**src/logic/irq_standby_regs.vh**
```
// Purpose: Constants for the priority interrupt and standby controller.
// Assumes: Included by the controller, the property module and the bench.
// Notes:   Vector slots are numbered in ascending vector address order.
`ifndef IRQ_STANDBY_REGS_VH
`define IRQ_STANDBY_REGS_VH

// Priority level codes, top above middle above base.
`define LVL_NONE   2'h0
`define LVL_BASE   2'h1
`define LVL_MID    2'h2
`define LVL_TOP    2'h3

// Standby state codes.
`define SB_RUN     2'h0
`define SB_IDLE    2'h1
`define SB_DEEP    2'h2
`define SB_XTAL    2'h3

// Source and vector counts.
`define NUM_SRC    17
`define NUM_VEC    10

// Source bit positions.
`define SRC_EXT0   0
`define SRC_EXT1   1
`define SRC_EXT2   2
`define SRC_T0L    3
`define SRC_EXT4   4
`define SRC_EXT3   5
`define SRC_EXT5   6
`define SRC_BT     7
`define SRC_T0H    8
`define SRC_T1L    9
`define SRC_T1H    10
`define SRC_SIO    11
`define SRC_ADC    12
`define SRC_T6     13
`define SRC_T7     14
`define SRC_PWM    15
`define SRC_PORT0  16

// Base vector address and spacing between vector entries.
`define VEC_BASE   16'h0003
`define VEC_STEP   16'h0008

`endif

```
**src/logic/priority_interrupt_standby_wake.v**
```verilog
// Purpose: Three-level nesting interrupt arbiter with standby wake logic.
// Assumes: Sources are synchronous to mclk; the reset pin is not.
// Notes:   Vector 6 has no source and never wins arbitration.
// Function
// - Three nested levels are supported, top above middle above base.
// - A request at or below the level in service is refused.
// - Of simultaneous requests the highest level wins.
// - Among equal levels the smallest vector address wins.
// - Seventeen sources are gathered onto shared vector entries.
// - Idle stops execution only and keeps all oscillators running.
// - Idle ends on reset pin, watchdog or undervolt reset, or any enabled irq.
// - Deep hold stops execution, peripherals and all oscillators.
// - Deep hold ends on resets, external irqs 0,1,2,4,5 or port zero.
// - External irqs zero and one wake a hold only when level detected.
// - Crystal hold keeps only the base timer and crystal state.
// - Crystal hold also ends on base timer; needs crystal selected.
`include "irq_standby_regs.vh"

module priority_interrupt_standby_wake #(
    parameter NSRC = `NUM_SRC,
    parameter NVEC = `NUM_VEC
) (
    // Clock and reset.
    input  wire              mclk,
    input  wire              sys_rst,
    // Interrupt sources, level per vector as two bits each.
    input  wire [NSRC-1:0]   src_req,
    input  wire [NSRC-1:0]   src_en,
    input  wire [2*NVEC-1:0] vec_level,
    input  wire              ext_irq_zero_lvl,
    input  wire              ext_irq_one_lvl,
    // Core handshake.
    input  wire              irq_ack,
    input  wire              irq_ret,
    input  wire              enter_idle,
    input  wire              enter_deep,
    input  wire              enter_xtal,
    input  wire              xtal_selected,
    input  wire              xtal_running,
    // Reset events.
    input  wire              reset_pin_n,
    input  wire              wdt_reset,
    input  wire              undervolt_reset,
    // Core side outputs.
    output reg               irq_valid_r,
    output reg  [15:0]       irq_vector_r,
    output reg  [1:0]        irq_level_r,
    output reg  [1:0]        active_level_r,
    // Standby control outputs.
    output reg  [1:0]        standby_r,
    output reg               cpu_run_r,
    output reg               periph_run_r,
    output reg               base_timer_run_r,
    output reg               ceramic_osc_en_r,
    output reg               resistor_cap_osc_en_r,
    output reg               xtal_osc_en_r
);

    // Pending flags and the stack of levels in service.
    reg  [NSRC-1:0] pend_r;
    reg  [2:0]      svc_r;
    reg  [1:0]      sb_nxt;
    reg  [1:0]      best_lvl;
    reg  [3:0]      best_vec;
    reg  [NVEC-1:0] vec_req;
    reg             xtal_keep_r;
    integer         v;

    // Map a source bit onto its vector slot.
    function [3:0] src_vec;
        input integer s;
        begin
            case (s)
                `SRC_EXT0:                      src_vec = 4'h0;
                `SRC_EXT1:                      src_vec = 4'h1;
                `SRC_EXT2, `SRC_T0L, `SRC_EXT4: src_vec = 4'h2;
                `SRC_EXT3, `SRC_EXT5, `SRC_BT:  src_vec = 4'h3;
                `SRC_T0H:                       src_vec = 4'h4;
                `SRC_T1L, `SRC_T1H:             src_vec = 4'h5;
                `SRC_SIO:                       src_vec = 4'h7;
                `SRC_PORT0:                     src_vec = 4'h9;
                default:                        src_vec = 4'h8;
            endcase
        end
    endfunction

    // Level a vector may take: top only for slots 0 and 1.
    function [1:0] eff_lvl;
        input [3:0] vec;
        input [1:0] cfg;
        begin
            if (cfg == `LVL_TOP && vec > 4'h1)
                eff_lvl = `LVL_MID;
            else if (cfg == `LVL_NONE)
                eff_lvl = `LVL_BASE;
            else
                eff_lvl = cfg;
        end
    endfunction

    // Highest level currently in service.
    wire [1:0] svc_lvl = svc_r[2] ? `LVL_TOP :
                         svc_r[1] ? `LVL_MID :
                         svc_r[0] ? `LVL_BASE : `LVL_NONE;

    // gather sources
    // Sources sharing an entry are ORed onto one vector request.
    integer s;
    always @* begin
        vec_req = {NVEC{1'b0}};
        for (s = 0; s < NSRC; s = s + 1) begin
            if (pend_r[s] && src_en[s])
                vec_req[src_vec(s)] = 1'b1;
        end
    end

    // level first, lowest address
    // Scan downward so the smallest address wins a tie on level.
    always @* begin
        best_lvl = `LVL_NONE;
        best_vec = 4'h0;
        for (v = NVEC - 1; v >= 0; v = v - 1) begin
            if (vec_req[v] &&
                eff_lvl(v[3:0], vec_level[2*v +: 2]) >= best_lvl) begin
                best_lvl = eff_lvl(v[3:0], vec_level[2*v +: 2]);
                best_vec = v[3:0];
            end
        end
    end

    wire grant_ok = (best_lvl != `LVL_NONE) && (best_lvl > svc_lvl);

    // Pending latch; a new event wins over the clear on acceptance.
    // hold refused requests
    integer p;
    always @(posedge mclk) begin
        if (sys_rst) begin
            pend_r <= {NSRC{1'b0}};
        end else begin
            for (p = 0; p < NSRC; p = p + 1) begin
                if (src_req[p])
                    pend_r[p] <= 1'b1;
                else if (irq_ack && irq_valid_r &&
                         src_vec(p) == irq_vector_r[6:3])
                    pend_r[p] <= 1'b0;
            end
        end
    end

    // nesting stack
    // One bit per level; a return clears the highest level in service.
    always @(posedge mclk) begin
        if (sys_rst) begin
            svc_r <= 3'h0;
        end else if (irq_ack && irq_valid_r) begin
            svc_r[irq_level_r - 2'h1] <= 1'b1;
        end else if (irq_ret) begin
            if (svc_r[2])
                svc_r[2] <= 1'b0;
            else if (svc_r[1])
                svc_r[1] <= 1'b0;
            else
                svc_r[0] <= 1'b0;
        end
    end

    // Request to the core; the vector address is base plus step times slot.
    always @(posedge mclk) begin
        if (sys_rst) begin
            irq_valid_r    <= 1'b0;
            irq_vector_r   <= 16'h0000;
            irq_level_r    <= `LVL_NONE;
            active_level_r <= `LVL_NONE;
        end else begin
            irq_valid_r    <= grant_ok && !(irq_ack && irq_valid_r);
            irq_vector_r   <= `VEC_BASE + {best_vec, 3'h0};
            irq_level_r    <= best_lvl;
            active_level_r <= svc_lvl;
        end
    end

    // The reset pin passes three stages; the filtered level moves only
    // once the last two agree, so a one-cycle glitch never wakes a hold.
    reg  [2:0]      pin_sync_r;
    reg             pin_filt_r;
    always @(posedge mclk) begin
        if (sys_rst) begin
            pin_sync_r <= 3'h7;
            pin_filt_r <= 1'b1;
        end else begin
            pin_sync_r <= {pin_sync_r[1:0], reset_pin_n};
            if (pin_sync_r[1] == pin_sync_r[2])
                pin_filt_r <= pin_sync_r[2];
        end
    end

    // Wake conditions for each standby state.
    wire any_reset = !pin_filt_r || wdt_reset || undervolt_reset;
    wire any_irq   = |(src_req & src_en);
    wire deep_src  = (src_req[`SRC_EXT0] && ext_irq_zero_lvl) ||
                     (src_req[`SRC_EXT1] && ext_irq_one_lvl) ||
                     src_req[`SRC_EXT2] || src_req[`SRC_EXT4] ||
                     src_req[`SRC_EXT5] ||
                     src_req[`SRC_PORT0];
    wire deep_wake = any_reset || deep_src;
    wire xtal_wake = deep_wake || src_req[`SRC_BT];

    // Standby state machine.
    always @* begin
        case (standby_r)
            `SB_RUN: begin
                if (enter_deep)
                    sb_nxt = `SB_DEEP;
                else if (enter_xtal && xtal_selected)
                    sb_nxt = `SB_XTAL;
                else if (enter_idle)
                    sb_nxt = `SB_IDLE;
                else
                    sb_nxt = `SB_RUN;
            end
            `SB_IDLE: sb_nxt = (any_reset || any_irq) ? `SB_RUN : `SB_IDLE;
            `SB_DEEP: sb_nxt = deep_wake ? `SB_RUN : `SB_DEEP;
            `SB_XTAL: sb_nxt = xtal_wake ? `SB_RUN : `SB_XTAL;
            default:  sb_nxt = `SB_RUN;
        endcase
    end

    // Run enables follow the next state so they change with the state.
    always @(posedge mclk) begin
        if (sys_rst) begin
            standby_r             <= `SB_RUN;
            cpu_run_r             <= 1'b1;
            periph_run_r          <= 1'b1;
            base_timer_run_r      <= 1'b1;
            ceramic_osc_en_r      <= 1'b1;
            resistor_cap_osc_en_r <= 1'b1;
            xtal_osc_en_r         <= 1'b1;
            xtal_keep_r           <= 1'b1;
        end else begin
            standby_r <= sb_nxt;
            cpu_run_r <= (sb_nxt == `SB_RUN);
            periph_run_r          <= (sb_nxt == `SB_RUN) ||
                                     (sb_nxt == `SB_IDLE);
            ceramic_osc_en_r      <= (sb_nxt != `SB_DEEP) &&
                                     (sb_nxt != `SB_XTAL);
            resistor_cap_osc_en_r <= (sb_nxt != `SB_DEEP) &&
                                     (sb_nxt != `SB_XTAL);
            if (standby_r == `SB_RUN && sb_nxt == `SB_XTAL)
                xtal_keep_r <= xtal_running;
            base_timer_run_r <= (sb_nxt != `SB_DEEP);
            if (sb_nxt == `SB_DEEP)
                xtal_osc_en_r <= 1'b0;
            else if (sb_nxt == `SB_XTAL)
                xtal_osc_en_r <= (standby_r == `SB_RUN) ? xtal_running
                                                        : xtal_keep_r;
            else
                xtal_osc_en_r <= 1'b1;
        end
    end

endmodule // priority_interrupt_standby_wake

```
**config.mk**
```make
export PLATFORM = sky130hd
export DESIGN_NAME = priority_interrupt_standby_wake
export DESIGN_NICKNAME = d
export VERILOG_FILES = /design/src/logic/priority_interrupt_standby_wake.v
export VERILOG_INCLUDE_DIRS = /design/src /design/src/logic
export SDC_FILE = /design/constraint.sdc
export NUM_CORES = 1
export LEC_CHECK = 0
export BUFFER_PORTS_ARGS = -buffer_cell sky130_fd_sc_hd__buf_2
export CORE_MARGIN = 5
export CORE_UTILIZATION = 40
export DETAILED_ROUTE_END_ITERATION = 16
export PLACE_DENSITY_LB_ADDON = 0.05
export SETUP_SLACK_MARGIN = 0.3
export SKIP_LAST_GASP = 1
export SLEW_MARGIN = 5
export SYNTH_ARGS = -nofsm -noshare
export SYNTH_HDL_FRONTEND = slang
export SYNTH_SLANG_ARGS = --single-unit
```
**constraint.sdc**
```tcl
create_clock -name mclk -period 9.5 [get_ports mclk]
set_input_delay 0.95 -clock mclk [delete_from_list [all_inputs] [get_ports mclk]]
set_output_delay 0.95 -clock mclk [all_outputs]
set_load 0.05 [all_outputs]
```
# Yosys cells after proc, flatten, opt, wreduce, memory -nomap -nowiden
# Cells that the tools add are included.
[classes] reduce_logical=117 magnitude_cmp=47 shift=0 div=0 mux=193 bitwise_logic=18 n_eq_ne=36 mul=0 addsub=2
[ops] operator="$mux W4" count=61
[ops] operator="$mux W10" count=17
[ops] operator="$or A10 B10 Y10" count=16
[ops] operator="$lt A4 B5 Y1 const B" count=17
[ops] operator="$logic_and A1 B1 Y1" count=70
[ops] operator="$mux W2" count=35
[ops] operator="$demux W1 S4" count=17
[ops] operator="$eq A4 B4 Y1" count=17
[ops] operator="$ge A4 B1 Y1 const B" count=17
[ops] operator="$mux W1" count=59
[ops] operator="$reduce_bool A2 Y1" count=19
[ops] operator="$eq A2 B2 Y1 const B" count=12
[ops] operator="$logic_not A2 Y1" count=12
[ops] operator="$ge A2 B2 Y1" count=9
[ops] operator="$and A17 B17 Y17" count=1
[ops] operator="$reduce_or A17 Y1" count=1
[ops] operator="$logic_or A1 B1 Y1" count=11
[ops] operator="$add A2 B7 Y8 const A" count=1
[ops] operator="$pmux W2 S4" count=1
[ops] operator="$mux W3" count=2
[ops] operator="$eq A2 B1 Y1 const B" count=2
[ops] operator="$ge A2 B1 Y1 const B" count=2
[ops] operator="$ne A2 B1 Y1 const B" count=2
[ops] operator="$ne A2 B2 Y1 const B" count=2
[ops] operator="9 further kinds" count=10
[totals] latchBits=0 ram_bits=0 ff_bits=53 mem_bits_ro=0 n_memories=0 word_cells=446 input_bits=68 output_inout_bits=29

# Logic depth before layout (Yosys ltp)
# Gate-level depths: netlist of run 1.
[logic_depth] word_depth=71 mapped_depth=53 depth_no_buf=53

# Least setup slack after synthesis of run 1
# Ideal clock, no wire load.
[synth_path] path_kind="input port to flip-flop" from="in src_en[16]" to="reg irq_valid_r" slack_ns=-0.038 stages=51 t_arrival_ns=9.454 required_ns=9.416 path_buffers=0 setup_ns=0.084 path_cell_list="nand2_1 nor2_1 ha_1 nand2b_1 a21oi_1 nor2_1 nor2_1 nor2_1 ha_1 o211ai_1 nor2_2 or4_4 nand3_1 ha_1 a21oi_1 or2_2 o21ai_0 ha_1 [15 not listed] ha_1 nand2b_1 a21o_1 nand3_1 nor2_1 a21o_1 ha_1 nand2b_1 a21oi_1 nor2_1 inv_1 nand3_1 o221ai_2 or2_1 ha_1 nor2_1 nand3_1 o31ai_2"
[synth_via] elab_chain_cells=34 elab_cells_between_ends=35 classes_between="order compare (10); mux (11); reduce/logical (14)"
[synth_rtl] item="start, declared" line_no="priority_interrupt_standby_wake.v:28" source="input wire [NSRC-1:0] src_en,"
[synth_rtl] item="$logic_and A1 B1 Y1 (*)" line_no="priority_interrupt_standby_wake.v:112" source="if (pend_r[s] && src_en[s])"
[synth_rtl] item="$mux W10 (*)" line_no="priority_interrupt_standby_wake.v:112"
[synth_rtl] item="$logic_and A1 B1 Y1" line_no="priority_interrupt_standby_wake.v:123" source="if (vec_req[v] &&"
[synth_rtl] item="$mux W2" line_no="priority_interrupt_standby_wake.v:123"
[synth_rtl] item="$ge A2 B2 Y1" line_no="priority_interrupt_standby_wake.v:124" source="eff_lvl(v[3:0], vec_level[2*v +: 2]) >= best_lvl) begin"
[synth_rtl] item="$logic_and A1 B1 Y1" line_no="priority_interrupt_standby_wake.v:123"
[synth_rtl] item="$mux W2" line_no="priority_interrupt_standby_wake.v:123"
[synth_rtl] item="$ge A2 B2 Y1" line_no="priority_interrupt_standby_wake.v:124"
[synth_rtl] item="[18 not listed]"
[synth_rtl] item="$logic_and A1 B1 Y1" line_no="priority_interrupt_standby_wake.v:123"
[synth_rtl] item="$mux W2" line_no="priority_interrupt_standby_wake.v:123"
[synth_rtl] item="$ge A2 B2 Y1" line_no="priority_interrupt_standby_wake.v:124"
[synth_rtl] item="$logic_and A1 B1 Y1" line_no="priority_interrupt_standby_wake.v:123"
[synth_rtl] item="$mux W2 (*)" line_no="priority_interrupt_standby_wake.v:123"
[synth_rtl] item="$gt A2 B2 Y1 / $reduce_bool A2 Y1 (equally long branches)"
[synth_rtl] item="$logic_and A1 B1 Y1 (*)" line_no="priority_interrupt_standby_wake.v:131" source="wire grant_ok = (best_lvl != `LVL_NONE) && (best_lvl > svc_lvl);"
[synth_rtl] item="$logic_and A1 B1 Y1 (*)" line_no="priority_interrupt_standby_wake.v:175" source="irq_valid_r <= grant_ok && !(irq_ack && irq_valid_r);"
[synth_rtl] item="end signal, assigned" line_no="priority_interrupt_standby_wake.v:175"
[synth_rtl] item="end, declared" line_no="priority_interrupt_standby_wake.v:45" source="output reg irq_valid_r,"
# Every way passes the cells marked *; elsewhere a longest branch is shown, timed or not.
# A chain may end at the register's enable or synchronous reset.

# Worst setup path in the final report of run 1
# Ends and elaborated chain as after synthesis.

==> metrics.yaml, run 1 <==
clock_network:
  insertion_delay_ns: 0.30
  clkTransAtPathRegs_ns: 0.09
  clock-sinks: 42
  htreeDepth: 2
  hold_buffers: 0
  root_buffer: "clkbuf_8"
  cts-buffers-inserted: 5
  ctsLongestPathBuffers: 2
  cts_tree: "done"
critical_path:
  reg2reg_depth: 53
  worstPathRequired_ns: 9.72
  reg2reg_slack_ns: 0.72
  max_stage_delay_ns: 0.28
  cp-start-kind: "input pin"
  arrival_ns: 9.28
  cp_top_family: "simple AND/OR/NAND/NOR gates"
  cpMostUsedCell: "nand2b_4"
  r2r_end: "irq_valid_r"
  endpoint_kind: "register"
  cp_slowest_cell: "nor4b_4"
  crit_fanout: 6
  r2r-start: "pend_r[16]"
  path_class: "input pin to register"
  crit_buf_inv: 3
synthesis:
  synth_area_leader_cell: "dfxtp_1"
  yosysSeqAreaShare: 0.336
  synth_top_area_frac: 0.336
  netlist_top_cells_area: "dfxtp_1, ha_1, nor2_1"
  ys_ff_latch: 42
  synth_area_sq_mm: 0.00250
  syn_avg_cell_area_sq_um: 8.05
  ys_types: 62
  ys_warn_count: 0
  ys.flop_type: "dfxtp_1"
  synth_edf_count: 0
  synthCells: 311
  synthArstFlopShare: 0
worst_hold_path:
  min_path_type: "register to register"
  min_to: "pin_sync_r[1]"
  hp-start: "pin_sync_r[0]"
  holdPathStages: 1
global_route:
  grt_pass1_vias: 2317
  grt_pass1_wl_um: 11100
  grt_overflow: 0
  grt.total_usage: 0.181
  antenna_found_initial: 0
  grt_max_degree: 33
sta:
  fmax_mhz: 110
  worst_slew_pin_slew_ns: 0.604
  relSlewSlack: 0.597
  min_period_over_period: 0.954
  grt_setup_unrepaired: "yes"
  hold_viol: 0
  fin_crit_ns: 9.06
  drv_slew: 0
  fin_tns_setup_ns: 0
  setup_viol: 0
  fin_skew_ns: 0.0143
placed_design:
  gp_congestion: 0.865
  port_buffers: 77
  hpwl_um: 5730
  dpl-instance-area_sq_mm: 0.00312
final_layout:
  layout.cells.most_common_list: "buf_2, buf_4, dfxtp_1"
  stdcell_area_sq_mm: 0.00367
  layout_commonest_cell: "buf_2"
  syn_to_final_growth_pct: 46.6
  num-fill-cells: 549
  antenna_cells: 0
  drive_gt1_frac: 0.449
  fin_nets: 506
routing:
  first_pass_iters: 4
  antenna_left: 0
  finalWirelength_um: 7550
  drt-initial-drc-count: 109
  via_per_inst: 5.33
  drc_errors: 0
  vias: 2663
  wl_per_cell_um: 15.1
floorplanning:
  die_h_um: 89.1
  core_sq_mm: 0.00599
  fp.dieArea_sq_mm: 0.00794
  rows: 28
  start_util: 0.418
  num_io_pins: 97
  dieWidth_um: 89.1
run:
  max-cap-violations: 0
pwr:
  ir_worst_vdd_mv: 0.123
  p_leak_nw: 1.65
  power.total_w: 0.000625
  power_density_mw_per_mm2: 170
outcome:
  status: "complete, no violations"
-- cell families after synthesis --
family / after synthesis / synth area share
fa+ha+maj: 16 / 0.0785
simple gates: 134 / 0.273
buf+inv: 34 / 0.0690
flops: 42 / 0.336
other cells: 1 / 0.00150
mux: 1 / 0.00450
compound gates: 83 / 0.237
-- worst max path at each step --
stage	start	end	depth (start not counted)
2_1_floorplan	src_en[16]	irq_valid_r	50
3_3_place_gp	src_en[16]	irq_valid_r	51
3_5_place_dp	src_en[16]	irq_valid_r	51
4_1_cts	src_en[16]	irq_valid_r	50
5_1_grt	src_en[16]	irq_valid_r	54
6_report	src_en[16]	irq_valid_r	54
-- registers in the layout, indices dropped and copies added (netlist names) --
signal and cells:
pend_r 17, base_timer_run_r 1, xtal_osc_en_r 1, svc_r 3, irq_level_r 2, irq_valid_r 1
xtal_keep_r 1, cpu_run_r 1, standby_r 2, periph_run_r 1, irq_vector_r 5, pin_sync_r 3
pin_filt_r 1, active_level_r 2, resistor_cap_osc_en_r 1
-- cells in the mapped netlist, drive strengths merged, types with 2 or more instances --
library cell,number
nor3b,3
a211oi,2
o31ai,2
o211ai,3
nor3,5
clkbuf,11
a21oi,32
nand2,22
inv,9
o21ai,10
maj3,2
and2,7
nand2b,7
nor2,44
a22oi,8
nand3,13
or2,8
and3,3
a22o,4
or3,3
a41oi,2
dfxtp,42
a221oi,4
nand4b,3
nor2b,3
ha,14
a21o,6
or4,2
buf,14
nand4,7
-- repair_timing --
action                                  CTS  global route
resized for setup                        10            40
endpoints found under the setup margin    1             6
pin swaps                                13            45
setup buffers                             7            10
-- report_power, final --
group          internal, W  switching, W  total, W
registers         0.000191     0.0000117  0.000203
logic             0.000115      0.000138  0.000253
clock network     0.000105     0.0000638  0.000169
total             0.000411      0.000213  0.000625
-- cell type report --
| type | count | area [sq um] | area share |
|---|---|---|---|
| clock buffers | 5 | 68.8 | 0.0187 |
| clock inverters | 3 | 68.8 | 0.0187 |
| inverters | 9 | 33.8 | 0.00920 |
| multi-input cells | 244 | 1830 | 0.498 |
| flip-flops and latches | 42 | 841 | 0.229 |
| well taps | 75 | 93.8 | 0.0256 |
| repair buffers | 122 | 737 | 0.201 |
-- per-stage QoR --
stage | hold WS (ns) | setup slack (ns) | std cells | utilization
detailed placement | 0.395 | -0.172 | 475 | 0.520
finish | 0.415 | 0.440 | 500 | 0.613
floorplan | 0.389 | 0.339 | 320 | -
CTS | 0.416 | 0.327 | 490 | 0.560
global route | 0.445 | -0.135 | 500 | 0.613
global placement | 0.395 | -0.148 | 475 | 0.520
-- per-layer routing --
metal / GRT usage / wire length, um / up-vias
met3: 0.0295 / 558 / 9
met4: 0.0704 / 153 / 0
li1: - / - / 1330
met5: 0 / 0 / -
met1: 0.240 / 3310 / 1240
met2: 0.293 / 3530 / 84
Note: power is estimated with default switching activity, not from simulation.
==> inputs of run 2 (changes only) <==
- CORE_UTILIZATION: 40 -> 44
==> metrics.yaml, run 2 (synthesis gave the netlist of run 1 again) <==
routing:
  wl_met2_um: 3770
  finalWirelength_um: 7670
  vias: 2739
  antenna_left: 0
  drc_errors: 0
  wl_per_cell_um: 14.9
  drt-initial-drc-count: 112
  route.met3.wl_um: 548
  top_layer: "met4"
  via_per_inst: 5.31
  wl_met1_um: 3250
  first_pass_iters: 5
worst_hold_path:
  hp-start: "pin_sync_r[0]"
  min_path_type: "register to register"
  min_to: "pin_sync_r[1]"
  holdPathStages: 1
sta:
  grt_setup_unrepaired: "yes"
  relSlewSlack: 0.596
  drv_slew: 0
  fin_skew_ns: 0.00734
  min_period_over_period: 0.970
  fin_ws_ns: 0.286
  hold_viol: 0
  hold_ws_ns: 0.434
  fmax_mhz: 109
  fin_crit_ns: 9.21
  setup_viol: 0
  worst_slew_pin_slew_ns: 0.606
critical_path:
  cp-start-kind: "input pin"
  reg2reg_slack_ns: 0.59
  crit_fanout: 4
  path_class: "input pin to register"
  max_stage_delay_ns: 0.41
  r2r_end: "irq_valid_r"
  reg2reg_depth: 50
  cp_slowest_cell: "o311a_4"
  r2r-start: "pend_r[16]"
  arrival_ns: 9.43
  worstPathRequired_ns: 9.71
  endpoint_kind: "register"
placed_design:
  port_buffers: 77
  place_ws_ns: -0.186
  gp_congestion: 0.884
  dp.cells: 469
  hpwl_um: 5610
floorplanning:
  core_sq_mm: 0.00551
  num_io_pins: 97
  start_util: 0.455
  fp.dieArea_sq_mm: 0.00730
  dieWidth_um: 85.4
  rows: 27
  die_h_um: 85.4
outcome:
  status: "complete, no violations"
global_route:
  grt_overflow: 0
  grt.total_usage: 0.198
  grt_pass1_vias: 2584
  antenna_found_initial: 0
  grt_pass1_wl_um: 11800
  grt_max_degree: 33
final_layout:
  fin_nets: 525
  syn_to_final_growth_pct: 49.2
  stdcell_count: 516
  regMostFlops: "pend_r"
  reg_top3: "pend_r x17, irq_vector_r x5"
  num-fill-cells: 465
  largest_register_ffs: 17
  layout_commonest_cell: "buf_2"
  layout.cells.most_common_list: "buf_2, buf_4, dfxtp_1"
  drive_gt1_frac: 0.464
  antenna_cells: 0
pwr:
  power_density_mw_per_mm2: 158
  p_leak_nw: 1.72
  ir_worst_vdd_mv: 0.0950
clock_network:
  htreeDepth: 2
  root_buffer: "clkbuf_8"
  cts_tree: "done"
  cts-buffers-inserted: 5
  insertion_delay_ns: 0.29
  hold_buffers: 0
  clkTransAtPathRegs_ns: 0.08
  ctsLongestPathBuffers: 2
  clock-sinks: 42
run:
  max-cap-violations: 0
[run 2: cell types whose count changed in the layout (fill, tap and decap cells not counted), moves of 2 or more]
cell / previous run / this run
ha_4: 7 / 4
clkinvlp_4: 0 / 2
ha_1: 7 / 10
bufinv_16: 2 / 0
buf_4: 44 / 63
[run 2: how the worst max path moves through the flow]
stage / start / to / slack, ns / cells after the start
finish: src_en[16] / irq_valid_r / 0.29 / 51
detailed placement: src_en[16] / irq_valid_r / -0.19 / 51
global route: src_en[16] / irq_valid_r / -0.04 / 51
CTS: src_en[16] / irq_valid_r / 0.32 / 51
floorplan: src_en[16] / irq_valid_r / 0.34 / 50
global placement: src_en[16] / irq_valid_r / -0.11 / 51
[run 2: per-stage QoR]
step | util | cell area, sq um | power (W) | setup TNS [ns]
after floorplan | - | 2560 | 0.000342 | 0
after global placement | 0.561 | 3090 | 0.000404 | -0.106
after detailed placement | 0.561 | 3090 | 0.000407 | -0.186
after CTS | 0.627 | 3450 | 0.000556 | 0
after global routing | 0.678 | 3740 | 0.000625 | -0.0366
final | 0.678 | 3740 | 0.000590 | 0
[run 2: what timing repair did]
action	in CTS	in global routing
gates resized for setup	7	41
setup endpoints to repair	1	6
pin swaps	14	38
buffers inserted	30	9
[run 2: cell type report]
class                      count  area (sq um)  share of cell area
multi-input combinational    244          1790               0.480
timing repair buffer         141           886               0.237
sequential                    42           841               0.225
tap                           72          90.1              0.0241
clock buffer                   5          68.8              0.0184
inverter                       9          33.8             0.00904
clock inverter                 3          23.8             0.00636
[run 2: critical path: cells and delay by family]
| family | cells | cell delay [ns] |
|---|---|---|
| buf+inv | 2 | 0.19 |
| fa+ha+maj | 9 | 2.25 |
| compound gates | 13 | 2.43 |
| simple gates | 27 | 3.57 |
[run 2: per-layer routing]
metal,GRT usage,vias up
li1,-,1362
met1,0.246,1281
met2,0.339,86
met3,0.0437,10
met4,0.0590,0
met5,0,-
[run 2: where the power goes]
| part | internal [W] | switching [W] |
|---|---|---|
| clock network | 0.0000525 | 0.0000618 |
| logic | 0.000130 | 0.000143 |
| registers | 0.000191 | 0.0000121 |
==> inputs of run 3 (changes only) <==
- CORE_UTILIZATION: 44 -> 53
- clock period: 9.5 -> 11 ns (I/O delays scaled with it)
==> metrics.yaml, run 3 (synthesis gave the netlist of run 1 again) <==
outcome:
  status: "complete, no violations"
routing:
  wl_per_cell_um: 14.4
  antenna_left: 0
  first_pass_iters: 4
  finalWirelength_um: 6310
  drt-initial-drc-count: 155
  vias: 2450
  via_per_inst: 5.58
  drc_errors: 0
critical_path:
  cpMostUsedCell: "ha_1"
  crit_end: "irq_valid_r"
  r2r_end: "irq_valid_r"
  endpoint_kind: "register"
  reg2reg_slack_ns: 1.48
  crit_fanout: 5
  cp_slowest_cell: "or4_4"
  reg2reg_depth: 51
  r2r-start: "pend_r[16]"
  max_stage_delay_ns: 0.55
  path_class: "input pin to register"
  cp-start-kind: "input pin"
  arrival_ns: 10.27
  startpoint: "src_en[16]"
  worstPathRequired_ns: 11.21
final_layout:
  layout.cells.most_common_list: "buf_2, dfxtp_1, nor2_1"
  antenna_cells: 0
  syn_to_final_growth_pct: 20.3
  regMostFlops: "pend_r"
  layout_commonest_cell: "buf_2"
  largest_register_ffs: 17
  drive_gt1_frac: 0.309
  fin_nets: 466
  reg_top3: "pend_r x17, irq_vector_r x5"
floorplanning:
  die_h_um: 78.7
  start_util: 0.537
  fp.dieArea_sq_mm: 0.00620
  rows: 25
  core_sq_mm: 0.00466
  dieWidth_um: 78.7
  num_io_pins: 97
run:
  max-cap-violations: 0
global_route:
  grt_max_degree: 33
  grt_overflow: 0
  grt_pass1_vias: 2140
  grt_pass1_wl_um: 9940
  grt.total_usage: 0.201
  antenna_found_initial: 0
pwr:
  power.total_w: 0.000430
  p_leak_nw: 1.36
  ir_worst_vdd_mv: 0.0738
  power_density_mw_per_mm2: 143
clock_network:
  htreeDepth: 2
  cts-buffers-inserted: 5
  ctsLongestPathBuffers: 2
  clkTransAtPathRegs_ns: 0.08
  root_buffer: "clkbuf_8"
  hold_buffers: 0
  clock-sinks: 42
  insertion_delay_ns: 0.29
  cts_tree: "done"
sta:
  fin_crit_ns: 10.06
  worst_slew_pin_slew_ns: 0.575
  hold_viol: 0
  relSlewSlack: 0.616
  fin_tns_setup_ns: 0
  fmax_mhz: 99.4
  fin_skew_ns: 0.00891
  drv_slew: 0
  setup_viol: 0
  grt_setup_unrepaired: "no"
  min_period_over_period: 0.915
placed_design:
  gp_congestion: 0.826
  hpwl_um: 5150
  port_buffers: 77
worst_hold_path:
  holdPathStages: 1
  hp-start: "pin_sync_r[0]"
  min_path_type: "register to register"
## run 3: cell types whose count changed in the layout (fill, tap and decap cells not counted), moves of 5 or more
cell | previous run | this run
nand2b_1 | 0 | 6
buf_4 | 63 | 5
nand2b_4 | 7 | 0
nor2_1 | 36 | 41
## run 3: worst min-delay path by stage
stage | endpoint | slack (ns)
after floorplan | pin_sync_r[1] | 0.39
after global placement | pin_sync_r[1] | 0.40
after detailed placement | pin_sync_r[1] | 0.40
after CTS | pin_sync_r[1] | 0.42
after global routing | pin_sync_r[1] | 0.45
final | pin_sync_r[1] | 0.42
## run 3: per-stage QoR
| step | util | cell area, sq um | setup WS, ns | instances | hold slack [ns] |
|---|---|---|---|---|---|
| 6_report | 0.646 | 3010 | 0.936 | 439 | 0.424 |
| 5_1_grt | 0.646 | 3010 | 0.259 | 439 | 0.446 |
| 4_1_cts | 0.632 | 2950 | 0.512 | 435 | 0.423 |
| 3_5_place_dp | 0.613 | 2860 | 0.228 | 427 | 0.398 |
| 3_3_place_gp | 0.613 | 2860 | 0.329 | 427 | 0.396 |
| 2_1_floorplan | - | 2540 | 1.31 | 320 | 0.389 |
## run 3: final cells by class
class | instances | area (sq um)
Clock inverter | 2 | 13.8
Inverter | 9 | 33.8
Fill cell | 443 | 1650
Timing Repair Buffer | 82 | 423
Multi-Input combinational cell | 244 | 1560
Clock buffer | 6 | 72.6
Tap cell | 54 | 67.6
Sequential cell | 42 | 841
## run 3: routing by layer
layer | up-vias | share of wire | global-route usage | wire, um
li1 | 1252 | - | - | -
met1 | 1108 | 0.44 | 0.265 | 2810
met2 | 82 | 0.44 | 0.321 | 2800
met3 | 8 | 0.097 | 0.0454 | 609
met4 | 0 | 0.015 | 0.0769 | 97
met5 | - | 0 | 0 | 0
## run 3: power by group
part | switching [W] | total, W | leakage [nW] | internal (W)
combinational | 0.000100 | 0.000159 | 0.971 | 0.0000592
clock | 0.0000511 | 0.0000958 | 0.0452 | 0.0000447
sequential | 0.00000963 | 0.000174 | 0.349 | 0.000165
## run 3: timing repair
action / CTS / global route
resized for setup: 0 / 9
setup buffers: 0 / 4
endpoints found under the setup margin: 0 / 1
## run 3: critical path: cells and delay by family
family | cells | cell delay, ns
AND/OR/NAND/NOR | 27 | 4.18
AO/OA/AOI/OAI | 13 | 2.29
buffers and inverters | 3 | 0.32
adder cells (fa/ha/maj) | 9 | 2.36
